$ cat config.mk
export PLATFORM = sky130hd
export DESIGN_NAME = display_serial_host_port
export DESIGN_NICKNAME = d
export VERILOG_FILES = /design/src/logic/dsp_pkg.sv /design/src/logic/word_skid_buffer.sv /design/src/logic/display_serial_host_port.sv
export VERILOG_INCLUDE_DIRS = /design/src /design/src/logic
export SDC_FILE = /design/constraint.sdc
export NUM_CORES = 1
export LEC_CHECK = 0
export ABC_AREA = 1
export BUFFER_PORTS_ARGS = -buffer_cell sky130_fd_sc_hd__buf_4
export CORE_MARGIN = 3
export CORE_UTILIZATION = 35
export CTS_CLUSTER_DIAMETER = 80
export DETAILED_ROUTE_END_ITERATION = 7
export SYNTH_ARGS = -nofsm -noshare
export SYNTH_HDL_FRONTEND = slang
export SYNTH_SLANG_ARGS = --single-unit
$ cat constraint.sdc
create_clock -name ref_clk -period 46.9 [get_ports ref_clk]
set_input_delay 4.69 -clock ref_clk [delete_from_list [all_inputs] [get_ports ref_clk]]
set_output_delay 4.69 -clock ref_clk [all_outputs]
set_load 0.05 [all_outputs]
$ cat src/logic/dsp_defines.svh
`ifndef DSP_DEFINES_SVH
`define DSP_DEFINES_SVH

// ref_clk cycles per base clock cycle: one ref_clk cycle is one base half-cycle
`define BASE_HALF_STEPS 2
// shortest serial bit period, in base half-cycles
`define MIN_PERIOD_HALF 10'h002
// msb position of a data word
`define WORD_MSB 3'h7
// one word left in the burst
`define LAST_WORD 8'h01
`define IDX_ZERO 4'h0
`define PHASE_ZERO 10'h000
// header index when the rw bit is sent / suppressed
`define HDR_TWO_BITS 4'h1
`define HDR_ONE_BIT 4'h0
`define BUF_DEPTH 2'h2

`endif

$ cat src/logic/dsp_pkg.sv
package dsp_pkg;

  typedef enum logic [1:0] {
    three_wire = 2'h0,
    four_wire = 2'h1,
    five_wire_clk = 2'h2,
    five_wire_cs = 2'h3
  } serial_variant_t;

  typedef enum logic [4:0] {
    st_idle = 5'h01,
    st_pre = 5'h02,
    st_hdr = 5'h04,
    st_data = 5'h08,
    st_gap = 5'h10
  } frame_state_t;

  // one access request
  typedef struct packed {
    logic read;
    logic rs;
    logic [7:0] words;
  } access_cmd_t;

  // one write word with its register select
  typedef struct packed {
    logic rs;
    logic [7:0] data;
  } write_word_t;

  // all serial timing settings, in ns
  typedef struct packed {
    logic [7:0] base_clock_period_value;
    logic [7:0] write_clock_period_setting;
    logic [7:0] write_clock_fall_setting;
    logic [7:0] write_clock_rise_setting;
    logic [7:0] read_clock_period_setting;
    logic [7:0] read_clock_fall_setting;
    logic [7:0] read_clock_rise_setting;
    logic [7:0] read_sample_point_setting;
  } timing_cfg_t;

endpackage

$ cat src/logic/word_skid_buffer.sv
`timescale 1ns/1ps
`include "dsp_defines.svh"

module word_skid_buffer (
  input wire logic ref_clk,
  input wire logic reset,
  input wire dsp_pkg::write_word_t in_word,
  input wire logic in_valid,
  output logic in_ready,
  output dsp_pkg::write_word_t out_word,
  output logic out_valid,
  input wire logic out_ready
);
  dsp_pkg::write_word_t mem_q [2];
  logic wr_ptr_q;
  logic rd_ptr_q;
  logic [1:0] count_q;
  logic [1:0] count_d;
  logic in_ready_q;
  wire push = in_valid && in_ready_q;
  wire pop = out_valid && out_ready;

  assign count_d = count_q + {1'b0, push} - {1'b0, pop};
  assign in_ready = in_ready_q;
  assign out_valid = (count_q != 2'h0);
  assign out_word = mem_q[rd_ptr_q];

  always_ff @(posedge ref_clk) begin
    if (reset) begin
      wr_ptr_q <= 1'b0;
      rd_ptr_q <= 1'b0;
      count_q <= 2'h0;
      in_ready_q <= 1'b1;
    end else begin
      if (push) begin
        wr_ptr_q <= ~wr_ptr_q;
      end
      if (pop) begin
        rd_ptr_q <= ~rd_ptr_q;
      end
      count_q <= count_d;
      in_ready_q <= (count_d != `BUF_DEPTH);
    end
  end

  // storage needs no reset; valid flags guard it
  always_ff @(posedge ref_clk) begin
    if (push) begin
      mem_q[wr_ptr_q] <= in_word;
    end
  end

  buf_bound_a: assert property (@(posedge ref_clk) disable iff (reset)
    count_q <= `BUF_DEPTH) else $error("buffer count above depth");
endmodule

$ cat src/logic/display_serial_host_port.sv
`timescale 1ns/1ps
`include "dsp_defines.svh"

module display_serial_host_port (
  input wire logic ref_clk,
  input wire logic reset,
  input wire dsp_pkg::serial_variant_t variant,
  input wire dsp_pkg::timing_cfg_t timing,
  input wire logic preamble_enable,
  input wire logic [3:0] preamble_length,
  input wire logic [15:0] preamble_bits,
  input wire logic rw_first,
  input wire logic rw_disable,
  input wire dsp_pkg::access_cmd_t cmd,
  input wire logic cmd_valid,
  output logic cmd_ready,
  input wire dsp_pkg::write_word_t wr_word,
  input wire logic wr_valid,
  output logic wr_ready,
  output logic [7:0] rd_data,
  output logic rd_valid,
  output logic display_chip_select_n,
  output logic serial_shift_clock,
  output logic internal_serial_data_out,
  output logic serial_data_output_enable,
  input wire logic internal_serial_data_in,
  output logic dedicated_register_select_line
);
  // sum kept at ten bits so large settings do not wrap before the divide
  function automatic logic [9:0] ceil_div(input logic [8:0] num, input logic [7:0] den);
    logic [9:0] d;
    logic [9:0] s;
    d = (den == 8'h00) ? 10'h001 : {2'b00, den};
    s = {1'b0, num} + d - 10'h001;
    ceil_div = s / d;
  endfunction

  dsp_pkg::frame_state_t state_q;
  dsp_pkg::frame_state_t state_d;
  dsp_pkg::access_cmd_t cmd_q;
  dsp_pkg::write_word_t head;
  logic [9:0] per_q, up_q, down_q, samp_q, phase_q;
  logic [3:0] idx_q;
  logic [7:0] words_q, word_q, shin_q;
  logic have_word_q;
  logic din_s1_q, din_s2_q;
  logic cs_n_q, sclk_q, dout_q, oe_q, rs_line_q, rd_valid_q, cmd_ready_q;
  logic [7:0] rd_data_q;
  logic head_valid;
  logic load;

  // a stalled write burst holds clock and phase until the buffer delivers
  word_skid_buffer u_buf (
    .ref_clk(ref_clk),
    .reset(reset),
    .in_word(wr_word),
    .in_valid(wr_valid),
    .in_ready(wr_ready),
    .out_word(head),
    .out_valid(head_valid),
    .out_ready(load)
  );

  // timing in base half-steps, one per ref_clk cycle; ref_clk is twice the base clock
  wire sel_rd = cmd.read;
  wire [7:0] per_ns = sel_rd ? timing.read_clock_period_setting
                             : timing.write_clock_period_setting;
  wire [7:0] up_ns = sel_rd ? timing.read_clock_rise_setting : timing.write_clock_rise_setting;
  wire [7:0] dn_ns = sel_rd ? timing.read_clock_fall_setting : timing.write_clock_fall_setting;
  wire [7:0] base = timing.base_clock_period_value;
  wire [9:0] per_raw = 10'(ceil_div({1'b0, per_ns}, base) * `BASE_HALF_STEPS);
  wire [9:0] per_calc = (per_raw < `MIN_PERIOD_HALF) ? `MIN_PERIOD_HALF : per_raw;
  wire [9:0] up_calc = ceil_div({up_ns, 1'b0}, base);
  wire [9:0] dn_calc = ceil_div({dn_ns, 1'b0}, base);
  wire [9:0] samp_raw = 10'(ceil_div({1'b0, timing.read_sample_point_setting}, base)
                            * `BASE_HALF_STEPS);
  // clamp short of the last phase so the final bit is shifted before hand-off
  wire [9:0] samp_calc = (samp_raw >= per_calc) ? per_calc - 10'h002 : samp_raw;

  wire idle = (state_q == dsp_pkg::st_idle);
  wire active = (state_q == dsp_pkg::st_pre) || (state_q == dsp_pkg::st_hdr)
                || (state_q == dsp_pkg::st_data);
  wire wr_data = (state_q == dsp_pkg::st_data) && !cmd_q.read;
  wire rd_data_ph = (state_q == dsp_pkg::st_data) && cmd_q.read;
  wire need_word = wr_data && !have_word_q && (idx_q[2:0] == `WORD_MSB);
  assign load = need_word && head_valid;
  wire stall = need_word && !head_valid;
  wire bit_end = (phase_q == per_q - 10'h001) && !stall;
  wire start = idle && cmd_valid && cmd_ready_q;
  wire five_wire = (variant == dsp_pkg::five_wire_clk) || (variant == dsp_pkg::five_wire_cs);
  wire [3:0] hdr_top = rw_disable ? `HDR_ONE_BIT : `HDR_TWO_BITS;
  wire rw_val = cmd_q.read;
  wire hdr_bit = rw_disable ? cmd_q.rs
                 : ((idx_q == `HDR_TWO_BITS) == rw_first) ? rw_val : cmd_q.rs;
  wire [7:0] cur_word = load ? head.data : word_q;
  wire cur_bit = (state_q == dsp_pkg::st_pre) ? preamble_bits[idx_q]
                 : (state_q == dsp_pkg::st_hdr) ? hdr_bit
                 : cur_word[idx_q[2:0]];
  wire sclk_low = active && (phase_q >= up_q) && (phase_q < down_q) && !stall;
  wire sample = rd_data_ph && (phase_q == samp_q);
  wire pre_on = preamble_enable;

  always_comb begin
    state_d = state_q;
    unique case (state_q)
      dsp_pkg::st_idle: if (start) state_d = pre_on ? dsp_pkg::st_pre : dsp_pkg::st_hdr;
      dsp_pkg::st_pre: if (bit_end && idx_q == `IDX_ZERO) state_d = dsp_pkg::st_hdr;
      dsp_pkg::st_hdr: if (bit_end && idx_q == `IDX_ZERO) state_d = dsp_pkg::st_data;
      dsp_pkg::st_data: begin
        if (bit_end && idx_q == `IDX_ZERO && words_q == `LAST_WORD) begin
          state_d = dsp_pkg::st_gap;
        end
      end
      dsp_pkg::st_gap: if (phase_q == per_q - 10'h001) state_d = dsp_pkg::st_idle;
      default: state_d = dsp_pkg::st_idle;
    endcase
  end

  // second flop only feeds the read shifter; the first is seen by nothing else
  always_ff @(posedge ref_clk) begin
    din_s1_q <= internal_serial_data_in;
    din_s2_q <= din_s1_q;
  end

  always_ff @(posedge ref_clk) begin
    if (reset) begin
      state_q <= dsp_pkg::st_idle;
      cmd_q <= '0;
      per_q <= `MIN_PERIOD_HALF;
      up_q <= `PHASE_ZERO;
      down_q <= `PHASE_ZERO;
      samp_q <= `PHASE_ZERO;
      phase_q <= `PHASE_ZERO;
      idx_q <= `IDX_ZERO;
      words_q <= 8'h00;
      word_q <= 8'h00;
      have_word_q <= 1'b0;
      shin_q <= 8'h00;
    end else begin
      state_q <= state_d;
      if (start) begin
        cmd_q <= cmd;
        per_q <= per_calc;
        up_q <= (up_calc > per_calc) ? per_calc : up_calc;
        down_q <= (dn_calc > per_calc) ? per_calc : dn_calc;
        samp_q <= samp_calc;
        phase_q <= `PHASE_ZERO;
        idx_q <= pre_on ? preamble_length : hdr_top;
        words_q <= cmd.words;
        have_word_q <= 1'b0;
      end else if (!idle) begin
        phase_q <= (bit_end || (state_q == dsp_pkg::st_gap && phase_q == per_q - 10'h001))
                   ? `PHASE_ZERO : (stall ? phase_q : phase_q + 10'h001);
        if (load) begin
          word_q <= head.data;
          have_word_q <= 1'b1;
        end
        if (sample) begin
          shin_q <= {shin_q[6:0], din_s2_q};
        end
        if (bit_end) begin
          if (idx_q != `IDX_ZERO) begin
            idx_q <= idx_q - 4'h1;
          end else if (state_q == dsp_pkg::st_pre) begin
            idx_q <= hdr_top;
          end else begin
            idx_q <= {1'b0, `WORD_MSB};
            have_word_q <= 1'b0;
            if (state_q == dsp_pkg::st_data) begin
              words_q <= words_q - 8'h01;
            end
          end
        end
      end
    end
  end

  always_ff @(posedge ref_clk) begin
    if (reset) begin
      cs_n_q <= 1'b1;
      sclk_q <= 1'b1;
      dout_q <= 1'b0;
      oe_q <= 1'b0;
      rs_line_q <= 1'b0;
      rd_data_q <= 8'h00;
      rd_valid_q <= 1'b0;
      cmd_ready_q <= 1'b0;
    end else begin
      cs_n_q <= !(start || active) || (bit_end && state_d == dsp_pkg::st_gap);
      sclk_q <= !sclk_low;
      dout_q <= active ? cur_bit : 1'b0;
      oe_q <= (start || active) && !rd_data_ph && !(bit_end && state_d == dsp_pkg::st_data
              && cmd_q.read) && !(bit_end && state_d == dsp_pkg::st_gap);
      // rs line moves only at frame start or a word boundary
      if (start && five_wire) begin
        rs_line_q <= cmd.rs;
      end else if (load && five_wire) begin
        rs_line_q <= head.rs;
      end
      rd_valid_q <= rd_data_ph && bit_end && idx_q == `IDX_ZERO;
      if (rd_data_ph && bit_end && idx_q == `IDX_ZERO) begin
        rd_data_q <= shin_q;
      end
      cmd_ready_q <= (state_d == dsp_pkg::st_idle) && !start;
    end
  end

  assign cmd_ready = cmd_ready_q;
  assign rd_data = rd_data_q;
  assign rd_valid = rd_valid_q;
  assign display_chip_select_n = cs_n_q;
  assign serial_shift_clock = sclk_q;
  assign internal_serial_data_out = dout_q;
  assign serial_data_output_enable = oe_q;
  assign dedicated_register_select_line = rs_line_q;

  cs_gap_a: assert property (@(posedge ref_clk) disable iff (reset)
    $rose(cs_n_q) |-> cs_n_q[*2]) else $error("select gap shorter than a period");
  oe_read_a: assert property (@(posedge ref_clk) disable iff (reset)
    $past(rd_data_ph) && rd_data_ph |-> !oe_q) else $error("pin driven during read data");
  idle_cs_a: assert property (@(posedge ref_clk) disable iff (reset)
    $past(idle) && idle |-> cs_n_q) else $error("select active while idle");
  rs_word_a: assert property (@(posedge ref_clk) disable iff (reset)
    $changed(rs_line_q) |-> $past(start) || $past(phase_q) == `PHASE_ZERO)
    else $error("rs line moved inside a word");
  phase_wrap_a: assert property (@(posedge ref_clk) disable iff (reset)
    active && bit_end && state_d != dsp_pkg::st_idle |=> phase_q == `PHASE_ZERO)
    else $error("bit phase did not wrap at period end");
  hdr_order_a: assert property (@(posedge ref_clk) disable iff (reset)
    $rose(state_q == dsp_pkg::st_data) |-> $past(state_q) == dsp_pkg::st_hdr)
    else $error("data phase entered without header");
  rw_off_a: assert property (@(posedge ref_clk) disable iff (reset)
    $rose(state_q == dsp_pkg::st_hdr) && rw_disable |-> idx_q == `HDR_ONE_BIT)
    else $error("header too long with rw suppressed");
  rd_word_a: assert property (@(posedge ref_clk) disable iff (reset)
    rd_valid_q |-> rd_data_q == $past(shin_q) && $past(idx_q) == `IDX_ZERO)
    else $error("read word not complete at delivery");
  pre_skip_a: assert property (@(posedge ref_clk) disable iff (reset)
    start && !preamble_enable |=> state_q == dsp_pkg::st_hdr)
    else $error("preamble sent while disabled");
endmodule

==> impl_results.md <==
* Skew-Pair Late Insertion Delay at 0.42 ns
* Core area at roughly 50000 um^2
* Number of H-tree levels at 4
* Postcts setup bufs at 0
* CTS max path bufs at 2
* Crit-path max cell delay at between 0.8 and 0.9 ns
* Cts hold-fix bufs at 0
* Post-synthesis cell type count at 69
* Worst Path Arrival at roughly 26 ns
* Vias in the first global route at roughly 17000
* Synth cell count leaders: nand2_1 (571), inv_1 (379), ha_1 (323), o21ai_0 (180), nand3_1 (168)
* Top post-synthesis cells by area: ha_1 (22%), nand2_1 (12%), dfxtp_1 (12%)
* Avg Cell Area, Syn at 6.81 um^2
* Static leakage at around 10 nW
* Prevailing post-synth register cell: dfxtp_1
* CTS tree: built
* Critical path's most frequent cell: nand2_1
* Pins Over Slew Limit at 0
* Post-DP Area at between 15000 and 20000 um^2
* Die width at 233 um
* CP Capture Type: flop
* Final setup TNS at 0 ns
* I/O pin count at roughly 130
* Final core occ at 40.1%
* Worst R2R End: internal_serial_data_out$_SDFF_PP0_
* DR iter-0 viols at slightly above 1000
* GRT Util Overall at 18.0%
* Worst EP required at between 40 and 50 ns
* Hold Violations, Final at 0
* VDD IR-drop max at about 0.000059 V
* Sequential share of the synthesized area at approximately 15%
* Setup violations, final at 0
* Mapped Area at between 15000 and 20000 um^2
* Number of clock sinks at around 130
* Post-layout min period at about 26 ns
* Initial Util at 35.8%
* Drt drc at 0
* Synth top area share at around 22%
* Largest net degree at the start of global routing at 39
* Critical path fanouts, max at 22
* Vias per cell at between 5 and 6
* RSZ-0062 raised after global routing: false
* Drt wl/cell at 14.3 um
* Final ANT Viol Nets at 0
* CP Launch Type: input port
* Port bufs at 127
* Power per cell area at ~71 nW/um^2
* Drt pass-1 iters at 8
* Synth warn at 0
* Layout Nets at about 3200
* Design area at around 20000 um^2
* Mapped Cells at ~2700
* Placer Congestion at slightly below 0.9
* Reg2Reg Setup Slack at 43.50 ns
* Die ar. at between 50000 and 60000 um^2
* Layout cells sized above 1 at a little over a tenth
* Fmax at around 39 MHz
* Num CTS Buffers at 17
* First-pass GRT wire length at 80600 um
* Syn nets at roughly 3100
* FF-to-FF Start: state_q[0]$_SDFF_PP1_
* Synthesized flop and latch total at between 100 and 150
* Slew @ Worst Pin at roughly 1.2 ns
* Hold Path Class: flop to flop
* Slowest CP cell: o21ai_0
* Max-slew headroom at roughly a fifth
* Worst R2R Path Depth at 11
* Final Skew at about 0.012 ns
* Post-DP HPWL at slightly below 40000 um
* Setup crit end: samp_q[6]$_SDFFE_PP0P_
* Crit path kind: input port to flop
* Post-synth EDFFs at 18
* Async SR Flop Fraction at 0%
* Via count at ~18000
* Die Ht at about 230 um
* CP Launch Point: timing[63]
* CTS root buffer: clkbuf_16
* Status: complete, no violations
* Total Wirelength at between 40000 and 50000 um
* Post_cts resized at 0
* Total gr overflow at 0
* Yosys top cell by area: ha_1
* Initial antenna violation count at 1
* Period utilization at between 50 and 60%
* Worst-path clk slew at about 0.060 ns
* Maximum capacitance violations at 0
* Row count at 82
* Most common cell in the netlist: nand2_1
* Area grow syn2layout at 12.1%
through the flow:
stage | total power (W) | worst slack [ns] | std cells | hold WS, ns
2_1_floorplan | 0.00108 | 25.51 | 2657 | 0.310
3_3_place_gp | 0.00127 | 21.22 | 3423 | 0.319
3_5_place_dp | 0.00131 | 20.73 | 3423 | 0.314
4_1_cts | 0.00145 | 21.08 | 3455 | 0.345
5_1_grt | 0.00163 | 18.84 | 3455 | 0.353
6_report | 0.00145 | 20.99 | 3456 | 0.338
worst max-delay path, delay by kind of cell:
kind,cells,cell delay [ns]
AO/OA/AOI/OAI,33,7.26
AND/OR/NAND/NOR,63,6.20
adder cells (fa/ha/maj),14,4.37
buffers and inverters,20,3.63
how the worst min path moves through the flow:
stage | start | endpoint | slack (ns) | cells past startpoint
finish | din_s1_q$_DFF_P_ | din_s2_q$_DFF_P_ | 0.34 | 0
global route | din_s1_q$_DFF_P_ | din_s2_q$_DFF_P_ | 0.35 | 0
CTS | din_s1_q$_DFF_P_ | din_s2_q$_DFF_P_ | 0.35 | 0
detailed placement | din_s1_q$_DFF_P_ | din_s2_q$_DFF_P_ | 0.31 | 0
global placement | din_s1_q$_DFF_P_ | din_s2_q$_DFF_P_ | 0.32 | 0
floorplan | din_s1_q$_DFF_P_ | din_s2_q$_DFF_P_ | 0.31 | 0
registers in the layout (all words and copies together), names as in the netlist, 2 cells and up, named ones only:
signal,flops
u_buf.mem_q,18
down_q,10
phase_q,10
up_q,10
per_q,9
samp_q,9
rd_data,8
shin_q,8
word_q,8
words_q,8
state_q,5
idx_q,4
u_buf.count_q,2
layout by cell type, fill, tap and decap left out, types with 9 or more instances in the layout:
cell type  instances
inv_2             20
a31oi_1           12
a21oi_1          127
mux2i_1           32
nand3_1          168
o21bai_1          24
a211oi_1          27
xnor2_1           66
ha_1             323
nor2_1           153
nor4_1             9
nand4_1           24
dfxtp_1          107
nand2_2           12
or2_2             30
edfxtp_1          18
a21o_1            20
nand2_1          571
nand3_2           11
o21ai_1           30
o211ai_1          14
nor3_1            26
inv_1            379
o22ai_1           13
o21a_1            18
o21ai_0          180
a21oi_2           10
xor2_1            85
clkbuf_16         17
buf_4            140
where the power goes:
part | switching [W] | internal, W
Clock | 0.0000522 | 0.0000746
Sequential | 0.0000107 | 0.000123
Combinational | 0.000724 | 0.000461
cell type report:
type                    instances  area (um^2)
clock inverters                15          153
diodes                          1         2.50
clock buffers                  17          425
flip-flops and latches        125         2680
well taps                     672          841
repair buffers                140         1050
inverters                     403         1520
multi-input cells            2083        13600
fillers                      5280        30300
cell families (layout without fill, tap and decap cells):
| kind of cell | after synthesis | count (layout) | synth area share (%) |
|---|---|---|---|
| buffers and inverters | 449 | 575 | 9.92 |
| DFF | 125 | 125 | 14.8 |
| xor gates and xnor gates | 151 | 151 | 7.31 |
| AOI/OAI and AO/OA | 518 | 518 | 17.1 |
| and+or+nand+nor | 1055 | 1055 | 26.3 |
| other | 0 | 1 | 0 |
| muxes | 32 | 32 | 1.77 |
| adders and majority gates | 327 | 327 | 22.8 |
routing by layer:
metal	GRT usage [%]	up-vias	wire length (um)
met2	30.4	385	22700
met4	5.10	0	1200
li1	-	9153	-
met5	0	-	0
met3	2.24	82	2310
met1	23.9	8005	23400
Power figures use the tool's default switching activity.
